--- src/common/fwp_defines.svh ---
// offsets, field positions, mode codes, clock rate and timings in microseconds for fwp
`ifndef FWP_DEFINES_SVH
`define FWP_DEFINES_SVH
`define FWP_A_STATUS1      4'h0
`define FWP_A_CONFIG1      4'h1
`define FWP_A_GUARD_MODE   4'h2
`define FWP_A_LOCK         4'h3
`define FWP_A_SECT_SEL     4'h4
`define FWP_A_PPB_RD       4'h5
`define FWP_A_DYB_RD       4'h6
`define FWP_A_OTP_LOCK     4'h7
`define FWP_A_PASS_LO      4'h8
`define FWP_A_PASS_HI      4'h9
`define FWP_A_CMD          4'hA
`define FWP_A_ARG          4'hB
`define FWP_A_TGT_SECT     4'hC
`define FWP_A_GATE         4'hD
`define FWP_A_LEARN        4'hE
`define FWP_SR_WEL         1
`define FWP_SR_WIP         0
`define FWP_SR_PERR        6
`define FWP_SR_STATUS_WRITE_DISABLE        7
`define FWP_CR_FREEZE      0
`define FWP_CR_TBPROT      5
`define FWP_OTP_LOCK0_ADDR 8'h10
`define FWP_MODE_UNSEL     2'h3
`define FWP_MODE_PERSIST   2'h2
`define FWP_MODE_PASSWORD  2'h1
`define FWP_MODE_ILLEGAL   2'h0
`define FWP_CLK_MHZ        125
`define FWP_PAGE_PROG_US   1
`define FWP_SECT_ERASE_US  2
`define FWP_UNLOCK_US      100
`endif

--- src/common/fwp_pkg.sv ---
// types shared by the flash write protection block
package fwp_pkg;
  typedef enum logic [3:0] {
    FWP_CMD_NONE, FWP_CMD_WRITE_ENABLE_CMD, FWP_CMD_WRITE_DISABLE_CMD, FWP_CMD_WRR, FWP_CMD_WRITE_ANY_REGISTER_CMD,
    FWP_CMD_OTP_PROGRAM_CMD, FWP_CMD_GUARD_REGISTER_PROGRAM_CMD, FWP_CMD_PERSISTENT_BIT_PROGRAM_CMD, FWP_CMD_PERSISTENT_BIT_ERASE_CMD, FWP_CMD_LOCK_CLEAR_CMD,
    FWP_CMD_DYNAMIC_BIT_WRITE_CMD, FWP_CMD_PASSWORD_PROGRAM_CMD, FWP_CMD_LEARNING_PATTERN_PROGRAM_CMD, FWP_CMD_UNLOCK,
    FWP_CMD_SWRST, FWP_CMD_ERASE
  } fwp_cmd_e;
  typedef enum logic [1:0] {FWP_IDLE, FWP_BUSY, FWP_UNLOCK_WAIT} fwp_state_e;
endpackage : fwp_pkg

--- src/fwp_core.sv ---
// write/erase protection logic of a serial nor flash
`timescale 1ns/1ps
`include "fwp_defines.svh"

module fwp_core #(
  parameter int SECTORS     = 256,
  parameter int SECT_W      = 8,
  parameter int UNLOCK_CYC  = `FWP_UNLOCK_US * `FWP_CLK_MHZ,
  parameter int ERASE_CYC   = `FWP_SECT_ERASE_US * `FWP_CLK_MHZ,
  parameter int PAGE_CYC    = `FWP_PAGE_PROG_US * `FWP_CLK_MHZ
) (
  // clock and reset
  input  wire logic              clk,
  input  wire logic              rst,
  // pins
  input  wire logic              wp_n,
  input  wire logic              hw_reset_n,
  // register port
  input  wire logic [3:0]        addr,
  input  wire logic [31:0]       wdata,
  input  wire logic              wr,
  input  wire logic              rd,
  output logic      [31:0]       rdata,
  // array gate
  output logic                   sector_blocked
);
  localparam int CW = 20;

  logic [1:0]        wp_s_q, hr_s_q;
  logic [7:0]        status_q;
  logic [7:0]        config_q;
  logic [1:0]        mode_q;
  logic              lock_q;
  logic [SECTORS-1:0] ppb_q, dyb_q;
  logic [31:0]       otp_lock_q;
  logic [63:0]       pass_q;
  logic [7:0]        learn_q;
  logic              learn_set_q;
  logic [31:0]       arg_q;
  logic [SECT_W-1:0] tgt_q;
  logic [CW-1:0]     cnt_q;
  logic [31:0]       rdata_q;
  logic              blk_q;
  fwp_pkg::fwp_state_e state_q;

  logic              hwr;
  logic              write_enable_latch, write_in_progress, frozen, selected, srlock;
  logic              cmd_go, cmd_ok, perr_set;
  logic [CW-1:0]     busy_len;
  fwp_pkg::fwp_cmd_e cmd;

  assign hwr      = rst | ~hr_s_q[1];
  assign write_enable_latch      = status_q[`FWP_SR_WEL];
  assign write_in_progress      = (state_q != fwp_pkg::FWP_IDLE);
  assign frozen   = config_q[`FWP_CR_FREEZE];
  assign selected = (mode_q != `FWP_MODE_UNSEL);
  assign srlock   = ~wp_s_q[1] & status_q[`FWP_SR_STATUS_WRITE_DISABLE];
  assign cmd      = fwp_pkg::fwp_cmd_e'(wdata[3:0]);
  assign cmd_go   = wr && addr == `FWP_A_CMD && !write_in_progress;

  // ----------------------------------------------------------------
  // helpers
  // ----------------------------------------------------------------
  // block protect range check on the sector index
  function automatic logic bp_hit(input logic [2:0] bp, input logic tb,
                                  input logic [SECT_W-1:0] s);
    logic [SECT_W:0] span;
    span = '0;
    if (bp == 3'h7) span = (SECT_W+1)'(SECTORS);
    else if (bp != 3'h0)
      span = (SECT_W+1)'(SECTORS >> (7 - int'(bp)));
    if (tb) bp_hit = {1'b0, s} < span;
    else    bp_hit = {1'b0, s} >= (SECT_W+1)'(SECTORS) - span;
  endfunction : bp_hit

  function automatic logic [CW-1:0] cyc(input int n);
    cyc = CW'((n < 1) ? 1 : n);
  endfunction : cyc

  // ----------------------------------------------------------------
  // command acceptance
  // ----------------------------------------------------------------
  always_comb begin
    cmd_ok   = 1'b0;
    perr_set = 1'b0;
    busy_len = cyc(PAGE_CYC);
    if (cmd_go && write_enable_latch) begin
      unique case (cmd)
        fwp_pkg::FWP_CMD_WRR, fwp_pkg::FWP_CMD_WRITE_ANY_REGISTER_CMD: begin
          cmd_ok = !srlock && !frozen;
        end
        fwp_pkg::FWP_CMD_OTP_PROGRAM_CMD: begin
          // region zero locks guarded by lsb of first lock byte
          cmd_ok   = !frozen && !(otp_lock_q[0] && arg_q[10:6] == 5'h00
                     && arg_q[5:0] >= 6'(`FWP_OTP_LOCK0_ADDR))
                     && !otp_lock_q[arg_q[10:6]];
          perr_set = !cmd_ok;
        end
        fwp_pkg::FWP_CMD_GUARD_REGISTER_PROGRAM_CMD: begin
          cmd_ok   = !selected && arg_q[1:0] != `FWP_MODE_ILLEGAL;
          perr_set = !cmd_ok;
        end
        fwp_pkg::FWP_CMD_PASSWORD_PROGRAM_CMD, fwp_pkg::FWP_CMD_LEARNING_PATTERN_PROGRAM_CMD: begin
          cmd_ok   = !selected;
          perr_set = selected;
        end
        fwp_pkg::FWP_CMD_PERSISTENT_BIT_PROGRAM_CMD: cmd_ok = lock_q;
        fwp_pkg::FWP_CMD_PERSISTENT_BIT_ERASE_CMD: begin
          cmd_ok   = lock_q;
          busy_len = cyc(ERASE_CYC);
        end
        fwp_pkg::FWP_CMD_ERASE: cmd_ok = !blk_q;
        default: cmd_ok = 1'b0;
      endcase
    end
  end

  // ----------------------------------------------------------------
  // pin synchronisers
  // ----------------------------------------------------------------
  always_ff @(posedge clk) begin
    if (rst) begin
      wp_s_q <= 2'h3;
      hr_s_q <= 2'h3;
    end else begin
      wp_s_q <= {wp_s_q[0], wp_n};
      hr_s_q <= {hr_s_q[0], hw_reset_n};
    end
  end

  // ----------------------------------------------------------------
  // busy sequencer
  // ----------------------------------------------------------------
  always_ff @(posedge clk) begin
    if (hwr) begin
      state_q         <= fwp_pkg::FWP_IDLE;
      cnt_q           <= '0;
    end else begin
      unique case (state_q)
        fwp_pkg::FWP_IDLE: begin
          if (cmd_ok) begin
            state_q <= fwp_pkg::FWP_BUSY;
            cnt_q   <= busy_len;
          end else if (cmd_go && cmd == fwp_pkg::FWP_CMD_UNLOCK &&
                       mode_q == `FWP_MODE_PASSWORD) begin
            // wrong password holds busy to slow brute force
            if ({wdata[31:4], arg_q} != pass_q[59:0] ||
                wdata[31:28] != pass_q[63:60]) begin
              state_q <= fwp_pkg::FWP_UNLOCK_WAIT;
              cnt_q   <= cyc(UNLOCK_CYC);
            end
          end
        end
        default: begin
          if (cnt_q <= CW'(1)) state_q <= fwp_pkg::FWP_IDLE;
          cnt_q <= cnt_q - CW'(1);
        end
      endcase
    end
  end

  // ----------------------------------------------------------------
  // status and configuration
  // ----------------------------------------------------------------
  always_ff @(posedge clk) begin
    if (hwr) begin
      status_q <= 8'h00;
      config_q <= 8'h00;
    end else begin
      if (cmd_go && cmd == fwp_pkg::FWP_CMD_WRITE_ENABLE_CMD)
        status_q[`FWP_SR_WEL] <= 1'b1;
      if (cmd_go && cmd != fwp_pkg::FWP_CMD_WRITE_ENABLE_CMD &&
          cmd != fwp_pkg::FWP_CMD_UNLOCK && cmd != fwp_pkg::FWP_CMD_DYNAMIC_BIT_WRITE_CMD)
        status_q[`FWP_SR_WEL] <= 1'b0;
      if (cmd_ok && (cmd == fwp_pkg::FWP_CMD_WRR ||
                     cmd == fwp_pkg::FWP_CMD_WRITE_ANY_REGISTER_CMD)) begin
        status_q[`FWP_SR_STATUS_WRITE_DISABLE] <= arg_q[7];
        status_q[4:2]          <= arg_q[4:2];
        config_q[`FWP_CR_FREEZE] <= frozen | arg_q[8];
        if (!selected) config_q[5:2] <= arg_q[13:10];
      end
      if (perr_set) status_q[`FWP_SR_PERR] <= 1'b1;
      else if (cmd_go && cmd == fwp_pkg::FWP_CMD_WRITE_DISABLE_CMD)
        status_q[`FWP_SR_PERR] <= 1'b0;
    end
  end

  // ----------------------------------------------------------------
  // advanced sector guard
  // ----------------------------------------------------------------
  always_ff @(posedge clk) begin
    if (rst) begin
      mode_q      <= `FWP_MODE_UNSEL;
      ppb_q       <= '1;
      pass_q      <= '1;
      otp_lock_q  <= '0;
      learn_q     <= 8'h00;
      learn_set_q <= 1'b0;
    end else if (cmd_ok) begin
      unique case (cmd)
        fwp_pkg::FWP_CMD_GUARD_REGISTER_PROGRAM_CMD:  mode_q <= arg_q[1:0];
        fwp_pkg::FWP_CMD_PERSISTENT_BIT_PROGRAM_CMD:  ppb_q[tgt_q] <= 1'b0;
        fwp_pkg::FWP_CMD_PERSISTENT_BIT_ERASE_CMD:  ppb_q <= '1;
        fwp_pkg::FWP_CMD_PASSWORD_PROGRAM_CMD: pass_q <= pass_q & {wdata, arg_q};
        fwp_pkg::FWP_CMD_OTP_PROGRAM_CMD:
          if (arg_q[10:0] == 11'(`FWP_OTP_LOCK0_ADDR))
            otp_lock_q <= otp_lock_q | wdata;
        fwp_pkg::FWP_CMD_LEARNING_PATTERN_PROGRAM_CMD: begin
          learn_q     <= arg_q[7:0];
          learn_set_q <= 1'b1;
        end
        default: learn_q <= learn_q;
      endcase
    end
  end

  // lock bit ignores software reset entirely
  always_ff @(posedge clk) begin
    if (hwr) begin
      lock_q <= (mode_q != `FWP_MODE_PASSWORD);
      dyb_q  <= '1;
    end else begin
      if (cmd_go && cmd == fwp_pkg::FWP_CMD_LOCK_CLEAR_CMD)
        lock_q <= 1'b0;
      else if (cmd_go && cmd == fwp_pkg::FWP_CMD_UNLOCK &&
               mode_q == `FWP_MODE_PASSWORD && !write_in_progress &&
               {wdata[31:4], arg_q} == pass_q[59:0] &&
               wdata[31:28] == pass_q[63:60])
        lock_q <= 1'b1;
      if (cmd_go && cmd == fwp_pkg::FWP_CMD_DYNAMIC_BIT_WRITE_CMD)
        dyb_q[tgt_q] <= arg_q[0];
    end
  end

  // ----------------------------------------------------------------
  // operands, gate and read back
  // ----------------------------------------------------------------
  always_ff @(posedge clk) begin
    if (rst) begin
      arg_q <= 32'h0000_0000;
      tgt_q <= '0;
    end else if (wr) begin
      if (addr == `FWP_A_ARG)      arg_q <= wdata;
      if (addr == `FWP_A_TGT_SECT) tgt_q <= wdata[SECT_W-1:0];
    end
  end

  always_ff @(posedge clk) begin
    if (rst) blk_q <= 1'b0;
    else blk_q <= bp_hit(status_q[4:2], config_q[`FWP_CR_TBPROT], tgt_q) |
                  ~ppb_q[tgt_q] | ~dyb_q[tgt_q];
  end
  assign sector_blocked = blk_q;

  always_ff @(posedge clk) begin
    if (rst) rdata_q <= 32'h0000_0000;
    else if (rd) begin
      unique case (addr)
        `FWP_A_STATUS1:    rdata_q <= {24'h0, status_q[7:1], write_in_progress};
        `FWP_A_CONFIG1:    rdata_q <= {24'h0, config_q};
        `FWP_A_GUARD_MODE: rdata_q <= {29'h0, mode_q, 1'b1};
        `FWP_A_LOCK:       rdata_q <= {31'h0, lock_q};
        `FWP_A_PPB_RD:     rdata_q <= {31'h0, ppb_q[tgt_q]};
        `FWP_A_DYB_RD:     rdata_q <= {31'h0, dyb_q[tgt_q]};
        `FWP_A_OTP_LOCK:   rdata_q <= otp_lock_q;
        `FWP_A_GATE:       rdata_q <= {31'h0, blk_q};
        `FWP_A_LEARN:      rdata_q <= {23'h0, learn_set_q, learn_q};
        default:           rdata_q <= 32'h0000_0000;
      endcase
    end else rdata_q <= 32'h0000_0000;
  end
  assign rdata = rdata_q;
endmodule : fwp_core

--- config.mk ---
export PLATFORM = sky130hd
export DESIGN_NAME = fwp_core
export DESIGN_NICKNAME = d
export VERILOG_FILES = /design/src/common/fwp_pkg.sv /design/src/fwp_core.sv
export VERILOG_INCLUDE_DIRS = /design/src /design/src/common
export SDC_FILE = /design/constraint.sdc
export NUM_CORES = 2
export LEC_CHECK = 0
export BUFFER_PORTS_ARGS = -buffer_cell sky130_fd_sc_hd__buf_2
export CORE_AREA = 2 2 269 377
export CTS_CLUSTER_SIZE = 24
export DETAILED_ROUTE_END_ITERATION = 12
export DIE_AREA = 0 0 271 379
export GPL_TIMING_DRIVEN = 0
export PLACE_DENSITY = 0.47
export RECOVER_POWER = 100
export SYNTH_ARGS = -nofsm -noshare
export SYNTH_HDL_FRONTEND = slang
export SYNTH_SLANG_ARGS = --single-unit
--- constraint.sdc ---
create_clock -name clk -period 4.3 [get_ports clk]
set_clock_uncertainty 0.1 [all_clocks]
set_input_delay 0.43 -clock clk [delete_from_list [all_inputs] [get_ports clk]]
set_output_delay 0.43 -clock clk [all_outputs]
set_load 0.02 [all_outputs]
=== Word level (Yosys, flattened, before mapping) ===
Cells that the tools add are included.

* Bits in registers: 730
* Input port bits: 42
* Output and inout bits: 33
* Logic and storage cells: 181

* $add $sub $neg: 3
* Order comparisons: 7
* Equality and inequality tests: 39
* Shifts and indexed selects: 1
* Multiplexer cells: 36
* Bitwise logic cells: 15
* Reductions and logical operators: 59

{| class="wikitable"
|+ Operators by type and width
! cell !! count
|-
| $pmux W256 S2 || 1
|-
| $pmux W32 S9 || 1
|-
| $and A256 B256 Y256 || 1
|-
| $bwmux W256 || 1
|-
| $not A256 Y256 || 1
|-
| $mux W20 || 4
|-
| $and A64 B64 Y64 || 1
|-
| $eq A60 B60 Y1 || 1
|-
| $ne A60 B60 Y1 || 1
|-
| $eq A4 B4 Y1 const B || 12
|-
| $or A32 B32 Y32 || 1
|-
| $shr A9 B32 Y9 const A || 1
|-
| $eq A4 B3 Y1 const B || 7
|-
| $mux W9 || 3
|-
| $logic_and A1 B1 Y1 || 23
|-
| $le A20 B1 Y1 const B || 1
|-
| $sub A20 B1 Y20 const B || 1
|-
| $bmux W1 S8 || 2
|-
| $eq A4 B2 Y1 const B || 4
|-
| $mux W8 || 2
|-
| $reduce_and A2 Y1 || 8
|-
| $mux W1 || 13
|-
| $eq A11 B5 Y1 const B || 1
|-
| $mux W2 || 5
|-
| 34 further kinds || 64
|}

=== Longest topological paths before layout ===
* Depth in word-level cells: 11
* Gate-level depth with buffers: 14
* Mapped depth without buffers: 13

=== Worst setup path after synthesis ===
No wires, ideal clock.

* Path kind: reg2reg
* From: register arg_q[6]
* To: register learn_q[7]
* Library setup time: 0.128 ns
* Arrival time: 3.074 ns
* Data required time: 4.072 ns
* Slack: 0.998 ns
* Stages on the path, launching flop included: 11
* Buffers on the path: 2
* Period minus slack after synthesis: 3.302 ns
* Path through: dfxtp_1 buf_4 mux4_2 mux4_2 nor2b_1 a2111oi_4 a32oi_1 or4_1 buf_2 mux2i_1 nor2_1

* Longest elaborated chain between the ends: 9
* Elaborated cells between the ends (all ways): 12
* Those cells by class: mux: 4; reduce/logical: 8

{| class="wikitable"
|+ Ends and longest elaborated chain
! element !! line !! text
|-
| from (decl) || fwp_core.sv:39 || <nowiki>logic [31:0] arg_q;</nowiki>
|-
| from (signal assigned) || fwp_core.sv:243 || <nowiki>if (addr == `FWP_A_ARG) arg_q <= wdata;</nowiki>
|-
| branches (longest 5 deep; another with $bmux W1 S5) || -- ||
|-
| $logic_and A1 B1 Y1 (*) || fwp_core.sv:94 || <nowiki>cmd_ok = !frozen && !(otp_lock_q[0] && arg_q[10:6] == 5'h00</nowiki>
|-
| $pmux W1 S6 (*) || fwp_core.sv:88 || <nowiki>unique case (cmd)</nowiki>
|-
| $mux W1 (*) || fwp_core.sv:87 || <nowiki>if (cmd_go && write_enable_latch) begin</nowiki>
|-
| $reduce_and A2 Y1 (no source line) (*) || -- ||
|-
| to (signal assigned) || fwp_core.sv:209 || <nowiki>learn_q <= arg_q[7:0];</nowiki>
|-
| to (signal assigned) || fwp_core.sv:212 || <nowiki>default: learn_q <= learn_q;</nowiki>
|-
| to (decl) || fwp_core.sv:37 || <nowiki>logic [7:0] learn_q;</nowiki>
|}

Every way passes the cells marked *. The select of a mux whose other input is x is not followed.
A chain may end at the register's enable or synchronous reset.

=== Worst setup path in the final report ===
* From: register tgt_q[0]
* To: register blk_q (netlist: sector_blocked)

* Longest elaborated chain between the ends: 5
* Elaborated cells between the ends (all ways): 12
* Those cells by class: order compare: 2; mux: 6; bitwise: 4

{| class="wikitable"
|+ Ends and longest elaborated chain
! element !! line !! text
|-
| from (decl) || fwp_core.sv:40 || <nowiki>logic [SECT_W-1:0] tgt_q;</nowiki>
|-
| from (signal assigned) || fwp_core.sv:244 || <nowiki>if (addr == `FWP_A_TGT_SECT) tgt_q <= wdata[SECT_W-1:0];</nowiki>
|-
| $bmux W1 S8 (tied with other cells) || fwp_core.sv:251 || <nowiki>~ppb_q[tgt_q] | ~dyb_q[tgt_q];</nowiki>
|-
| $mux W1, on equally long branches || fwp_core.sv:251, fwp_core.sv:72 ||
|-
| $not A1 Y1 or $mux W1 (tied branches) || fwp_core.sv:251, fwp_core.sv:249 ||
|-
| $or A1 B1 Y1 || fwp_core.sv:250 || <nowiki>else blk_q <= bp_hit(status_q[4:2], config_q[`FWP_CR_TBPROT], tgt_q) |</nowiki>
|-
| $or A1 B1 Y1 (*) || fwp_core.sv:250 ||
|-
| to (signal assigned) || fwp_core.sv:250 ||
|-
| to (decl) || fwp_core.sv:43 || <nowiki>logic blk_q;</nowiki>
|}

Every way passes the cells marked *; elsewhere a longest branch is shown, timed or not. The select of a mux whose other input is x is not followed.

==> results.toml <==
[worst_setup_path]
path_cells = "nor2b_1 > clkbuf_1 > clkbuf_1 > a22oi_1 > o2111ai_1 > o41ai_1 > a2111oi_2 > nand4_1 > o21a_1 > a21oi_1"
required_ns = 4.77
critPathLaunchType = "flip-flop"
arrival_ns = 4.84
crit_top_cell = "clkbuf_1"
regToRegStartpoint = "tgt_q[0]"
cp_max_fo = 10
critPathMaxStageDelay_ns = 0.87
cp_slowest_cell = "clkbuf_1"
crit_path_end_kind = "flip-flop"
path_class = "flip-flop to flip-flop"
crit_start = "tgt_q[0]"

[grt]
grt_max_degree = 15
grt_pass1_vias = 30252
grt_pass1_wl_mm = 214.7
grt_overflow = 0
grtUsageTotal_pct = 28.61
antenna_found_initial = 5

[placed_design]
hpwlAfterDp_mm = 103.3
gp_congestion = 0.9597
dp_slack_ns = -2.384
portBuffers = 70

[run_status]
violations = "capacitance limit, slew limit, setup timing"
status = "complete, but fails checks"

[sta]
slew-limit-headroom_pct = -3.036
max_freq_ghz = 0.2289
worst_pin_slew_ns = 1.534
period_share_pct = 101.6
final.setup.worst_slack_ns = -0.06892
finalSetupViolCount = 3
hold_violations = 0
period_minus_slack_ns = 4.369
drv_slew = 5

[routing]
drc_errors = 0
vias = 31468
drtIter0Drc = 3574
drt_first_pass_iters = 6
post_drt_wl_per_cell_um = 27.81
drt-total-wl_mm = 150.2
antenna_left = 0
vias_per_cell = 5.827

[min_path]
hp-class = "input pin to flip-flop"
hp-start = "wdata[16]"

[synth]
syn-num-nets = 3937
yosysUniqueCellTypes = 67
yosys_warnings = 0
seq_area_frac_synth_pct = 44.86
syn_avg_cell_area_um2 = 8.481
syn-instance-count = 3844
synth_seq_cells = 730
syn-cell-area_um2 = 32600
synth_top_flop_cell = "dfxtp_1"
synth_edf_count = 1
async_flop_share_pct = 0

[cts]
ctsHtreeMaxLevel = 3
clk_latency_ns = 0.68
root_buffer = "clkbuf_16"
clkSlewWorstSetupHoldPaths_ns = 0.06
cts_tree = "done"
cts_max_path_buffers = 3
cts_sinks = 730
cts_made_buffers = 76

[cells_and_area]
drive_gt1_share_pct = 9.071
areaGrowthSynthToFinish_pct = 15.59
nNetsFinal = 4116
fillCellCount = 10245

[floorplan]
core_area_um2 = 99250
dieArea_um2 = 102700
die_h_um = 379
ioPinCount = 75
die_x_um = 271
initial_core_util_pct = 32.85
rows = 137

[power_and_ir_drop]
cellPowerDensity_nw_per_um2 = 378.6
p_leak_nw = 12.34
vdd_drop_max_v = 0.0002940
p_total_mw = 14.27

[flow_run]
max-cap-violations = 1
## path summary, 6_finish.rpt
kind	end	slack, ns	depth (start not counted)
min	arg_q[16]	0.04	3
min reg2reg	ppb_q[193]	0.34	2
max reg2reg	sector_blocked	-0.07	10
max	sector_blocked	-0.07	10
## repair_timing
action                                  in CTS  in global routing
hold buffers                                27                  0
endpoints found under the hold margin       41                  0
buffers inserted                             2                  1
gates resized for setup                     86                 24
endpoints found under the setup margin     534                233
pin swaps                                    2                  1
## cell usage after synthesis, drive strengths merged (3+ instances only)
master	instances	share of area, %
dfxtp	729	45
nand2	595	6.9
nand3	393	6.0
o21ai	379	5.8
clkbuf	337	3.9
nor2	284	3.3
nand4	205	3.9
a21oi	149	2.3
mux4	107	7.4
mux2i	95	2.9
o31ai	71	1.6
nor3	68	1.1
buf	52	0.68
ha	51	2.0
a22oi	42	0.97
xnor2	30	0.81
and2	28	0.54
nand2b	22	0.42
nor4	19	0.38
nor2b	17	0.33
inv	14	0.16
or2	14	0.27
a31oi	12	0.23
a221oi	9	0.24
o2111ai	9	0.24
o21a	9	0.21
a211oi	8	0.18
or4	8	0.18
a311oi	7	0.19
nand3b	7	0.16
or3	7	0.13
o211ai	5	0.12
a22o	4	0.11
and3	4	0.077
nor3b	4	0.092
a2111oi	3	0.14
a32oi	3	0.081
a41oi	3	0.081
mux2	3	0.10
nor4b	3	0.081
o221ai	3	0.081
o22ai	3	0.058
o41ai	3	0.081
or4bb	3	0.10
## registers in the layout (all words and copies together) (netlist names), 2 cells and up
register	count
arg_q	32
cnt_q	20
config_q	5
dyb_q	256
hr_s_q	2
learn_q	8
mode_q	2
otp_lock_q	32
pass_q	64
ppb_q	256
rdata	32
state_q	2
status_q	6
tgt_q	8
wp_s_q	2
## metal layers
layer  up-vias  share of wire [%]  global-route usage (%)
li1      14094                  -                       -
met1     15382                 38                   32.87
met2      1490                 47                   47.37
met3       500                7.6                   5.510
met4         2                8.1                   21.14
met5         -             0.0073                       0
## power by group
| part | switching [mW] | total [mW] | internal [mW] | leakage [nW] |
|---|---|---|---|---|
| registers | 0.00790 | 6.78 | 6.77 | 5.90 |
| clock network | 2.98 | 6.96 | 3.98 | 1.25 |
| logic | 0.401 | 0.532 | 0.131 | 5.19 |
| total | 3.39 | 14.3 | 10.9 | 12.3 |
## area by class of cell
type	count	area, um2	share of cell area [%]
buffer	388	1625	4.313
sequential	730	14630	38.81
clock buffer	119	2347	6.229
antenna	1	2.502	0.006641
clock inverter	15	181.4	0.4815
multi-input combinational	2710	16560	43.96
timing repair buffer	102	629.4	1.670
tap	1320	1652	4.383
inverter	15	56.30	0.1494
## worst max-delay path, delay by kind of cell (launching register included)
family                 cells  cell delay (ns)
AO/OA/AOI/OAI              6             1.64
buffers and inverters      2             1.62
flip-flops                 1             0.39
AND/OR/NAND/NOR            2             0.53
## layout by cell type (no fill, tap or decap), types with 27 or more instances in the layout
cell	count
dfxtp_1	728
nand2_1	594
nand3_1	393
o21ai_0	374
clkbuf_1	362
nor2_1	280
nand4_1	205
a21oi_1	149
mux4_2	107
mux2i_1	94
clkbuf_16	79
o31ai_1	71
nor3_1	60
buf_2	52
ha_1	51
a22oi_1	42
xnor2_1	30
dlygate4sd3_1	27
## cell families after synthesis
logic type	after synthesis	share of synthesized area, %
XOR/XNOR	31	0.8329
adder cells (fa/ha/maj)	51	1.957
flip-flops	730	44.86
multiplexers	205	10.41
buffers and inverters	404	4.732
AO/OA/AOI/OAI	734	13.05
AND/OR/NAND/NOR	1689	24.16
## metrics by stage
stage                     hold WS, ns  instance area [um2]  setup TNS, ns  utilization, %  instances
after detailed placement       0.3282                34650        -371.77           34.91       5236
after global routing          0.04901                37680       -0.07441           37.96       5399
after CTS                    0.007989                37660              0           37.95       5398
final                         0.04491                37680       -0.07429           37.97       5400
after global placement         0.3272                34600        -421.44           34.86       5234
after floorplan                0.2895                32600              0               -       3844
Note: power is estimated with default switching activity, not from simulation.
